<file path="config.mk">
export PLATFORM = sky130hd
export DESIGN_NAME = rx_config_power_control
export DESIGN_NICKNAME = d
export VERILOG_FILES = /design/src/rx_cfg_pkg.sv /design/src/rx_config_power_control.sv
export VERILOG_INCLUDE_DIRS = /design/src
export SDC_FILE = /design/constraint.sdc
export NUM_CORES = 1
export LEC_CHECK = 0
export ABC_CLOCK_PERIOD_IN_PS = 3050
export BUFFER_PORTS_ARGS = -buffer_cell sky130_fd_sc_hd__buf_2
export CAP_MARGIN = 10
export CORE_ASPECT_RATIO = 0.8
export CORE_MARGIN = 1.5
export CORE_UTILIZATION = 40
export CTS_CLUSTER_SIZE = 20
export DETAILED_ROUTE_END_ITERATION = 6
export GPL_TIMING_DRIVEN = 0
export REMOVE_ABC_BUFFERS = 1
export SKIP_CTS_REPAIR_TIMING = 1
export SYNTH_ARGS = -nofsm -noshare
export SYNTH_HDL_FRONTEND = slang
export SYNTH_SLANG_ARGS = --single-unit
</file>
<file path="constraint.sdc">
create_clock -name clk -period 3.05 [get_ports clk]
set_input_delay 0.61 -clock clk [delete_from_list [all_inputs] [get_ports clk]]
set_output_delay 0.61 -clock clk [all_outputs]
set_load 0.01 [all_outputs]
</file>
<file path="src/rx_cfg_consts.svh">
// constants for the receiver configuration and power control block
`ifndef RX_CFG_CONSTS_SVH
`define RX_CFG_CONSTS_SVH

`define I2C_SLAVE_ADDR      7'h76
`define I2C_BITS_PER_BYTE   4'h8
`define CFG_REG_INDEX       8'h08
`define STATUS_REG_INDEX    8'h09
`define CFG_RESET           5'h0C
`define STAT_SYNC_BIT       0
`define STAT_PROG_BIT       1
`define PIN_SYNC_RESET      8'h00
`define DEJITTER_PHASE_LAST 2'h3
`define CLK_PERIOD_NS       10
`define SYNC_TIMEOUT_NS     100000

`endif

</file>
<file path="src/rx_cfg_pkg.sv">
// types shared by the receiver configuration and power control block
package rx_cfg_pkg;

    // synchronised configuration and power pins
    typedef struct packed {
        logic mode_sel;
        logic clk_inv_scl;
        logic pix_sel;
        logic stagger_n;
        logic drive_sda;
        logic dejitter;
        logic out_pd_n;
        logic pd_n;
    } pins_type;

    // operating configuration, also the layout of the config register
    typedef struct packed {
        logic dejitter_on;
        logic drive_high;
        logic stagger_n;
        logic two_pixel;
        logic clock_invert;
    } cfg_type;

    // video control signals travelling with the pixel data
    typedef struct packed {
        logic       de;
        logic       hsync;
        logic       vsync;
        logic [2:0] ctl;
    } video_type;

    // serial slave states, gray coded along the usual path
    typedef enum logic [3:0] {
        I2C_IDLE    = 4'h0,
        I2C_DEV     = 4'h1,
        I2C_DEV_ACK = 4'h3,
        I2C_IDX     = 4'h2,
        I2C_IDX_ACK = 4'h6,
        I2C_WR      = 4'h7,
        I2C_WR_ACK  = 4'h5,
        I2C_DONE    = 4'h4,
        I2C_RD      = 4'hC,
        I2C_RD_ACK  = 4'hD
    } i2c_state_type;

endpackage

</file>
<file path="src/rx_config_power_control.sv">
// configuration, serial register port, sync detect and power control of the receiver
`timescale 1ns/10ps
`include "rx_cfg_consts.svh"

module rx_config_power_control
    import rx_cfg_pkg::*;
#(
    parameter int unsigned PIXEL_WIDTH         = 24,
    parameter int unsigned SYNC_TIMEOUT_CYCLES = `SYNC_TIMEOUT_NS / `CLK_PERIOD_NS
) (
    input  wire logic                   clk,
    input  wire logic                   rst_b,
    input  wire logic                   mode_select,
    input  wire logic                   output_clock_invert,
    input  wire logic                   pixel_per_clock_select,
    input  wire logic                   staggered_output_n,
    input  wire logic                   drive_strength_select_in,
    output wire logic                   drive_strength_select_out,
    output wire logic                   drive_strength_select_oe_n,
    input  wire logic                   hsync_dejitter_enable,
    input  wire logic                   output_power_down_n,
    input  wire logic                   power_down_n,
    input  wire video_type              video_in,
    input  wire logic [PIXEL_WIDTH-1:0] even_pixel_in,
    input  wire logic [PIXEL_WIDTH-1:0] odd_pixel_in,
    output wire logic                   pixel_clock_out,
    output wire logic [PIXEL_WIDTH-1:0] even_pixel_bus,
    output wire logic [PIXEL_WIDTH-1:0] odd_pixel_bus,
    output wire video_type              video_out,
    output wire logic                   data_oe_n,
    output wire logic                   gc1_oe_n,
    output wire logic                   sync_detect,
    output wire logic                   drive_high,
    output wire logic                   programmable_mode
);

    localparam int unsigned TW = $clog2(SYNC_TIMEOUT_CYCLES + 1);

    // register read decode
    function automatic logic [7:0] read_reg(input logic [7:0] idx, input cfg_type cfg,
                                            input logic sync, input logic prog);
        logic [7:0] val;
        val = 8'h00;
        if (idx == `CFG_REG_INDEX) begin
            val = {3'h0, cfg};
        end else if (idx == `STATUS_REG_INDEX) begin
            val[`STAT_SYNC_BIT] = sync;
            val[`STAT_PROG_BIT] = prog;
        end
        return val;
    endfunction

    // ****************************************************************
    // pin synchronisers
    // ****************************************************************
    logic [7:0] sync1_ff, sync2_ff, sync3_ff;
    pins_type   pins_ff, nxt_pins;
    logic       prog;
    cfg_type    eff;

    // a bit changes only once stages two and three agree
    always_comb begin
        nxt_pins = pins_type'((sync2_ff & sync3_ff) | (pins_ff & (sync2_ff | sync3_ff)));
    end

    always_ff @(posedge clk or negedge rst_b) begin
        if (!rst_b) begin
            sync1_ff <= `PIN_SYNC_RESET;
            sync2_ff <= `PIN_SYNC_RESET;
            sync3_ff <= `PIN_SYNC_RESET;
            pins_ff  <= pins_type'(`PIN_SYNC_RESET);
        end else begin
            sync1_ff <= {mode_select, output_clock_invert, pixel_per_clock_select, staggered_output_n,
                         drive_strength_select_in, hsync_dejitter_enable, output_power_down_n, power_down_n};
            sync2_ff <= sync1_ff;
            sync3_ff <= sync2_ff;
            pins_ff  <= nxt_pins;
        end
    end

    // ****************************************************************
    // serial register port
    // ****************************************************************
    i2c_state_type state_ff, nxt_state;
    logic [3:0]    cnt_ff, nxt_cnt;
    logic [7:0]    shift_ff, nxt_shift, index_ff, nxt_index, rd_byte;
    logic          sda_oe_n_ff, nxt_sda_oe_n;
    cfg_type       cfg_ff, nxt_cfg;
    logic          scl_prev_ff, sda_prev_ff, i2c_on;
    logic          scl_rise, scl_fall, start_cond, stop_cond;
    logic          sync_ff;

    // both straps low select programmable mode
    assign prog       = !pins_ff.mode_sel && !pins_ff.stagger_n;
    // port only alive when not powered down
    assign i2c_on     = prog && pins_ff.pd_n;
    assign scl_rise   = pins_ff.clk_inv_scl && !scl_prev_ff;
    assign scl_fall   = !pins_ff.clk_inv_scl && scl_prev_ff;
    assign start_cond = pins_ff.clk_inv_scl && scl_prev_ff && sda_prev_ff && !pins_ff.drive_sda;
    assign stop_cond  = pins_ff.clk_inv_scl && scl_prev_ff && !sda_prev_ff && pins_ff.drive_sda;
    assign rd_byte    = read_reg(index_ff, cfg_ff, sync_ff, prog);

    // slave sequencer, one byte per transfer
    always_comb begin
        nxt_state    = state_ff;
        nxt_cnt      = cnt_ff;
        nxt_shift    = shift_ff;
        nxt_index    = index_ff;
        nxt_sda_oe_n = sda_oe_n_ff;
        nxt_cfg      = cfg_ff;
        if (!i2c_on) begin
            nxt_state    = I2C_IDLE;
            nxt_cnt      = 4'h0;
            nxt_sda_oe_n = 1'b1;
            nxt_cfg      = cfg_type'(`CFG_RESET);
        end else if (start_cond) begin
            nxt_state    = I2C_DEV;
            nxt_cnt      = 4'h0;
            nxt_sda_oe_n = 1'b1;
        end else if (stop_cond) begin
            nxt_state    = I2C_IDLE;
            nxt_sda_oe_n = 1'b1;
        end else if (scl_rise) begin
            // scl only sampled, never held low
            if (state_ff == I2C_DEV || state_ff == I2C_IDX || state_ff == I2C_WR) begin
                nxt_shift = {shift_ff[6:0], pins_ff.drive_sda};
                nxt_cnt   = cnt_ff + 4'h1;
            end
        end else if (scl_fall) begin
            case (state_ff)
                I2C_DEV: begin
                    if (cnt_ff == `I2C_BITS_PER_BYTE) begin
                        nxt_cnt = 4'h0;
                        if (shift_ff[7:1] == `I2C_SLAVE_ADDR) begin
                            nxt_state    = I2C_DEV_ACK;
                            nxt_sda_oe_n = 1'b0;
                        end else begin
                            nxt_state = I2C_DONE;
                        end
                    end
                end
                I2C_DEV_ACK: begin
                    if (shift_ff[0]) begin
                        nxt_state    = I2C_RD;
                        nxt_sda_oe_n = rd_byte[7];
                        nxt_shift    = {rd_byte[6:0], 1'b1};
                        nxt_cnt      = 4'h1;
                    end else begin
                        nxt_state    = I2C_IDX;
                        nxt_sda_oe_n = 1'b1;
                    end
                end
                I2C_IDX: begin
                    if (cnt_ff == `I2C_BITS_PER_BYTE) begin
                        nxt_index    = shift_ff;
                        nxt_state    = I2C_IDX_ACK;
                        nxt_sda_oe_n = 1'b0;
                        nxt_cnt      = 4'h0;
                    end
                end
                I2C_IDX_ACK: begin
                    nxt_state    = I2C_WR;
                    nxt_sda_oe_n = 1'b1;
                end
                I2C_WR: begin
                    if (cnt_ff == `I2C_BITS_PER_BYTE) begin
                        if (index_ff == `CFG_REG_INDEX) begin
                            nxt_cfg = cfg_type'(shift_ff[4:0]);
                        end
                        nxt_state    = I2C_WR_ACK;
                        nxt_sda_oe_n = 1'b0;
                        nxt_cnt      = 4'h0;
                    end
                end
                I2C_WR_ACK: begin
                    nxt_state    = I2C_DONE;
                    nxt_sda_oe_n = 1'b1;
                end
                I2C_RD: begin
                    // sda driven low only, released for ones
                    if (cnt_ff == `I2C_BITS_PER_BYTE) begin
                        nxt_state    = I2C_RD_ACK;
                        nxt_sda_oe_n = 1'b1;
                    end else begin
                        nxt_sda_oe_n = shift_ff[7];
                        nxt_shift    = {shift_ff[6:0], 1'b1};
                        nxt_cnt      = cnt_ff + 4'h1;
                    end
                end
                I2C_RD_ACK: begin
                    nxt_state = I2C_DONE;
                end
                default: begin
                    nxt_state = state_ff;
                end
            endcase
        end
    end

    // port keeps running whatever the output power down pin
    always_ff @(posedge clk or negedge rst_b) begin
        if (!rst_b) begin
            state_ff    <= I2C_IDLE;
            cnt_ff      <= 4'h0;
            shift_ff    <= 8'h00;
            index_ff    <= 8'h00;
            sda_oe_n_ff <= 1'b1;
            cfg_ff      <= cfg_type'(`CFG_RESET);
            scl_prev_ff <= 1'b1;
            sda_prev_ff <= 1'b1;
        end else begin
            state_ff    <= nxt_state;
            cnt_ff      <= nxt_cnt;
            shift_ff    <= nxt_shift;
            index_ff    <= nxt_index;
            sda_oe_n_ff <= nxt_sda_oe_n;
            cfg_ff      <= nxt_cfg;
            scl_prev_ff <= pins_ff.clk_inv_scl;
            sda_prev_ff <= pins_ff.drive_sda;
        end
    end

    // ****************************************************************
    // sync detect
    // ****************************************************************
    logic          de_prev_ff;
    logic [TW-1:0] tmo_ff, nxt_tmo;
    logic          nxt_sync;

    // timeout restarts on every data enable edge
    always_comb begin
        nxt_tmo  = tmo_ff;
        nxt_sync = sync_ff;
        if (!pins_ff.pd_n) begin
            nxt_tmo  = '0;
            nxt_sync = 1'b0;
        end else if (video_in.de != de_prev_ff) begin
            // toggling data enable means link alive
            nxt_tmo  = '0;
            nxt_sync = 1'b1;
        end else if (tmo_ff == TW'(SYNC_TIMEOUT_CYCLES - 1)) begin
            nxt_sync = 1'b0;
        end else begin
            nxt_tmo = tmo_ff + TW'(1);
        end
    end

    always_ff @(posedge clk or negedge rst_b) begin
        if (!rst_b) begin
            de_prev_ff <= 1'b0;
            tmo_ff     <= '0;
            sync_ff    <= 1'b0;
        end else begin
            de_prev_ff <= video_in.de;
            tmo_ff     <= nxt_tmo;
            sync_ff    <= nxt_sync;
        end
    end

    // ****************************************************************
    // output stage
    // ****************************************************************
    logic [PIXEL_WIDTH-1:0] even_ff, nxt_even, odd_ff, nxt_odd, odd_stage_ff, nxt_odd_stage;
    video_type              video_ff, nxt_video;
    logic [1:0]             phase_ff, nxt_phase;
    logic                   hs_hold_ff, nxt_hs_hold, pclk_phase_ff, nxt_pclk_phase;
    logic                   pclk_ff, nxt_pclk, data_oe_n_ff, nxt_data_oe_n, gc1_oe_n_ff, nxt_gc1_oe_n;
    logic                   drive_ff, prog_ff;

    // straps in compatible mode, registers otherwise
    assign eff = prog ? cfg_ff : cfg_type'{dejitter_on: pins_ff.dejitter, drive_high: pins_ff.drive_sda,
                                            stagger_n: pins_ff.stagger_n, two_pixel: pins_ff.pix_sel,
                                            clock_invert: pins_ff.clk_inv_scl};

    // everything cleared and released while powered down
    always_comb begin
        nxt_even       = '0;
        nxt_odd        = '0;
        nxt_odd_stage  = '0;
        nxt_video      = '0;
        nxt_phase      = 2'h0;
        nxt_hs_hold    = 1'b0;
        nxt_pclk_phase = 1'b0;
        nxt_pclk       = 1'b0;
        nxt_data_oe_n  = 1'b1;
        nxt_gc1_oe_n   = 1'b1;
        if (pins_ff.pd_n) begin
            // odd bus only carries data in two-pixel mode
            nxt_even      = even_pixel_in;
            nxt_odd_stage = eff.two_pixel ? odd_pixel_in : '0;
            // stagger approximated by one extra cycle on the odd bus
            nxt_odd       = (eff.two_pixel && !eff.stagger_n) ? odd_stage_ff : nxt_odd_stage;
            // data enable registered with the pixel data
            nxt_video     = video_in;
            // hsync snapped to a four-clock grid
            nxt_phase     = (video_in.de && !de_prev_ff) ? 2'h0 : phase_ff + 2'h1;
            nxt_hs_hold   = (phase_ff == `DEJITTER_PHASE_LAST) ? video_in.hsync : hs_hold_ff;
            nxt_video.hsync = eff.dejitter_on ? hs_hold_ff : video_in.hsync;
            // only the clock output sees the polarity
            nxt_pclk_phase = !pclk_phase_ff;
            nxt_pclk       = nxt_pclk_phase ^ eff.clock_invert;
            // output power down spares sync detect and control 1
            nxt_data_oe_n  = !pins_ff.out_pd_n;
            nxt_gc1_oe_n   = 1'b0;
        end
    end

    always_ff @(posedge clk or negedge rst_b) begin
        if (!rst_b) begin
            even_ff       <= '0;
            odd_ff        <= '0;
            odd_stage_ff  <= '0;
            video_ff      <= '0;
            phase_ff      <= 2'h0;
            hs_hold_ff    <= 1'b0;
            pclk_phase_ff <= 1'b0;
            pclk_ff       <= 1'b0;
            data_oe_n_ff  <= 1'b1;
            gc1_oe_n_ff   <= 1'b1;
            drive_ff      <= 1'b0;
            prog_ff       <= 1'b0;
        end else begin
            even_ff       <= nxt_even;
            odd_ff        <= nxt_odd;
            odd_stage_ff  <= nxt_odd_stage;
            video_ff      <= nxt_video;
            phase_ff      <= nxt_phase;
            hs_hold_ff    <= nxt_hs_hold;
            pclk_phase_ff <= nxt_pclk_phase;
            pclk_ff       <= nxt_pclk;
            data_oe_n_ff  <= nxt_data_oe_n;
            gc1_oe_n_ff   <= nxt_gc1_oe_n;
            drive_ff      <= pins_ff.pd_n && eff.drive_high;
            prog_ff       <= prog;
        end
    end

    // sync detect has no enable, always driven
    assign sync_detect                = sync_ff;
    assign drive_strength_select_out  = 1'b0;    // open drain, only ever pulls low
    assign drive_strength_select_oe_n = sda_oe_n_ff;
    assign pixel_clock_out            = pclk_ff;
    assign even_pixel_bus             = even_ff;
    assign odd_pixel_bus              = odd_ff;
    assign video_out                  = video_ff;
    assign data_oe_n                  = data_oe_n_ff;
    assign gc1_oe_n                   = gc1_oe_n_ff;
    assign drive_high                 = drive_ff;
    assign programmable_mode          = prog_ff;

endmodule // rx_config_power_control

</file>
Word level (Yosys, flattened, before mapping)
Index checks and enable logic that the tools add are counted.
{"block": "word_totals", "input_bits": 64, "word_cells": 207, "register_bits": 167}
{"block": "classes", "n_reduce_logical": 37, "mux": 72, "n_eq_ne": 45, "n_addsub": 3, "n_bitwise": 8}
{"cell": "$mux 24", "count": 5}
{"cell": "$mux 4", "count": 19}
{"cell": "$mux 5", "count": 9}
{"cell": "$mux 14", "count": 3}
{"cell": "$mux 8", "count": 5}
{"cell": "$reduce_and 7->1", "count": 5}
{"cell": "$pmux 4 s7", "count": 1}
{"cell": "$mux 1", "count": 20}
{"cell": "$ne 5x4->1 const B", "count": 4}
{"cell": "$and 8x8->8", "count": 2}
{"cell": "$eq 8x4->1 const B", "count": 2}
{"cell": "$or 8x8->8", "count": 2}
{"cell": "$pmux 8 s2", "count": 1}
{"cell": "$ne 5x5->1 const B", "count": 3}
{"cell": "$add 14x1->14 const B", "count": 1}
{"cell": "$eq 14x14->1 const B", "count": 1}
{"cell": "$eq 4x3->1 const B", "count": 3}
{"cell": "$eq 4x4->1 const B", "count": 3}
{"cell": "$logic_and 1x1->1", "count": 12}
{"cell": "$ne 2x1->1 const B", "count": 6}
{"cell": "$ne 3x3->1 const B", "count": 4}
{"cell": "$pmux 4 s3", "count": 1}
{"cell": "$logic_not 1->1", "count": 10}
{"cell": "$ne 10x2->1 const B", "count": 1}
{"cell": "other kinds (27)", "count": 42}

Logic depth before layout (Yosys ltp)
{"block": "depth", "word_depth": 9, "mapped_depth": 10}

Least setup slack after synthesis
Ideal clock, no wire load.
{"block": "synth_path", "path_kind": "register to register", "start": "register scl_prev_ff", "end": "register index_ff[0]", "path_stages_with_launch": 9, "setup_time_ns": 0.125, "t_arrival_ns": 2.026, "path_slack_ns": 0.899, "period_less_slack_ns": 2.151, "cell_sequence": "dfstp_2 > inv_1 > ha_1 > clkbuf_1 > nor2b_1 > clkbuf_2 > nand3_1 > nor4_4 > mux2_2"}
{"block": "synth_between", "elab_chain_cells": 5}
{"element": "start, declared", "line_no": "rx_config_power_control.sv:89", "text": "logic scl_prev_ff, sda_prev_ff, i2c_on;"}
{"element": "start signal, assigned", "line_no": "rx_config_power_control.sv:218", "text": "scl_prev_ff <= pins_ff.clk_inv_scl;"}
{"element": "$logic_and 1x1->1", "line_no": "rx_config_power_control.sv:99, rx_config_power_control.sv:100"}
{"element": "$logic_and 1x1->1 (on tied branches) (2 in a row)", "line_no": "rx_config_power_control.sv:100, rx_config_power_control.sv:99"}
{"element": "$not 1->1 (no line)"}
{"element": "$reduce_and 7->1 (no line) (*)"}
{"element": "end signal, assigned", "line_no": "rx_config_power_control.sv:215", "text": "index_ff <= nxt_index;"}
{"element": "end, declared", "line_no": "rx_config_power_control.sv:86", "text": "logic [7:0] shift_ff, nxt_shift, index_ff, nxt_index, rd_byte;"}
Every way passes the cells marked *; elsewhere a longest branch is shown, timed or not.
A chain may end at the register's enable or synchronous reset.

Worst setup path in the final report
{"block": "layout_path", "start": "register scl_prev_ff", "end": "register index_ff[6]"}
The elaborated chain is that of the path after synthesis.

==> run metrics <==
Skew-Pair Late Insertion Delay=0.42 ns; vias in the first global route=4660; Synth Instances=575; Async SR Flop Fraction=1.00; Finished Cell Area=0.00819 mm^2; port bufs=124; initial antenna violation count=1; Synth top area share=0.591; clk_skew=0.00729 ns; DP Wirelength=9580 um; outcome=completed; dpl ws=0.229 ns; CTS tree=built; Startpoint Class=register; WS Path Type=register to register; DR iter-0 viols=288; min Tclk post-route=2.62 ns; dominant cells by area after synthesis=dfrtp_1, and2_1, nand2_1; root buffer cell=clkbuf_16; setup ws final=0.431 ns; # IOs=126; synthesized area=0.00678 mm^2; Worst-Margin Slew=0.990 ns; Initial Util=0.409; Final GP Congestion=0.832; DR vias=4573; drc violations=0; Tot GR Track Use=0.169; clk sinks=167; Worst VDD drop=0.000353 V; Pleak=3.94 nW; Die Area=0.0177 mm^2; Die Height=119 um; placed cells=891; # H-tree levels=4; final setup vio count=0; Power Total=5.00 mW; synth unique cells=68; Synth area leader=dfrtp_1; WP data required=3.35 ns; Worst Setup End Kind=register; Power Density=610 mW/mm^2; Synth Warn #=0; final net count=762; Hold WC Path Type=input port to asynchronous set/reset pin; FF-to-FF setup slack=0.43 ns; first-pass GRT wire length=23400 um; Max clock buf depth=2; Clock transition at path regs=0.06 ns; Die W=149 um; DP Area=0.00758 mm^2; routed len/inst=15.2 um; Non-Filler Instances=924; total CTS buffers=17; Arr. time, crit path=2.92 ns; vias per inst=4.95; share of cells above drive strength 1=0.282; Avg Inst Size Synth=11.8 um^2; total negative slack=0 ns; final wirelength=14000 um; ANT nets after route=0; RSZ-0062 raised after global routing=no; Overflow after GRT=0; core area=0.0166 mm^2; area delta synth->final=20.9%; Crit Path Max Fanout=10; Pins Over Slew Limit=0; Post-synth top flop=dfrtp_1; Max-slew headroom=0.340; flops & latches, synth=167; fmax=382 MHz; Max Cap Viol=0; Final Hold Fails=0; First-pass DRT Iterations=4; post-route clock period utilization=0.859; number of synthesized flops with an enable pin=0; post-layout util=0.495; pin count of the biggest net entering global routing=98; worst hold margin=0.130 ns; Seq/Total Area, Yosys=0.618; Cell Rows=42
flip-flops by register name, indices dropped and copies added (netlist names), 14 cells and up:
register	cells
even_pixel_bus	24
odd_pixel_bus	24
odd_stage_ff	24
tmo_ff	14
path summary, 6_finish.rpt:
check                                 startpoint                           end  cells after the start
max                        scl_prev_ff$_DFF_PN1_       index_ff[6]$_DFFE_PN0P_                      6
min                                        rst_b  even_pixel_bus[11]$_DFF_PN0_                      1
max reg2reg                scl_prev_ff$_DFF_PN1_       index_ff[6]$_DFFE_PN0P_                      6
min reg2reg                sync1_ff[4]$_DFF_PN0_         sync2_ff[4]$_DFF_PN0_                      0
max in group asynchronous                  rst_b         sda_prev_ff$_DFF_PN1_                      2
min in group clk             output_power_down_n         sync1_ff[1]$_DFF_PN0_                      1
final cells by class:
| type | count | area [um^2] |
|---|---|---|
| Timing Repair Buffer | 126 | 673 |
| Multi-Input combinational cell | 366 | 2400 |
| Antenna cell | 1 | 2.50 |
| Sequential cell | 167 | 4190 |
| Clock inverter | 13 | 158 |
| Clock buffer | 19 | 453 |
| Inverter | 12 | 45.0 |
| Fill cell | 1487 | 8360 |
| Tap cell | 220 | 275 |
synth_stat cells (4+ instances only):
cell type    n
and3b_1      4
mux2_4       4
clkbuf_1    17
mux2i_1     13
nand2b_1     5
dfstp_2      7
nand2_1     69
o2111ai_1    4
nor2b_1      4
inv_1       11
and2_1      54
nand3_1      9
a21oi_1     38
xnor2_1      9
o21ai_0     14
mux2_2       9
o31ai_1      4
dfrtp_1    160
nor2_1      33
maj3_1       8
nand4_1      5
buf_2        7
nor3_1       6
ha_1         8
a21o_1       5
critical path, cell delays in order (launching register included):
cell	delay, ns
dfstp_2	0.54
inv_1	0.04
ha_1	0.29
nor2b_1	0.54
nand3_1	0.22
nor4_4	0.46
mux2_2	0.40
power breakdown:
part / internal [mW] / switching (mW)
logic: 0.163 / 0.253
clock network: 1.27 / 0.910
registers: 2.33 / 0.0635
cells in the final DEF, fill, tap and decap left out, types with 9 or more instances in the layout:
cell type,Yosys,routed
buf_2,7,123
o21ai_0,14,14
mux2_2,9,9
nand2_1,69,69
xnor2_1,9,9
and2_1,54,54
clkbuf_16,0,17
nor2_1,33,32
inv_1,11,11
nand3_1,9,9
a21oi_1,38,37
mux2i_1,13,13
dfrtp_1,160,159
metal layers:
| metal | GRT usage | wire length, um |
|---|---|---|
| met5 | 0 | 0 |
| met4 | 0.0452 | 99 |
| met3 | 0.0686 | 1070 |
| met2 | 0.248 | 6350 |
| met1 | 0.233 | 6520 |
kinds of logic after synthesis:
group                      count (synthesis)  synth area share
AOI/OAI and AO/OA                         91            0.0857
xor gates and xnor gates                  13            0.0190
adders and majority gates                 16            0.0266
buffers and inverters                     42            0.0292
DFF                                      167             0.618
muxes                                     26            0.0430
other                                      1          0.000553
and+or+nand+nor                          219             0.178
(Power assumes the default switching activity.)
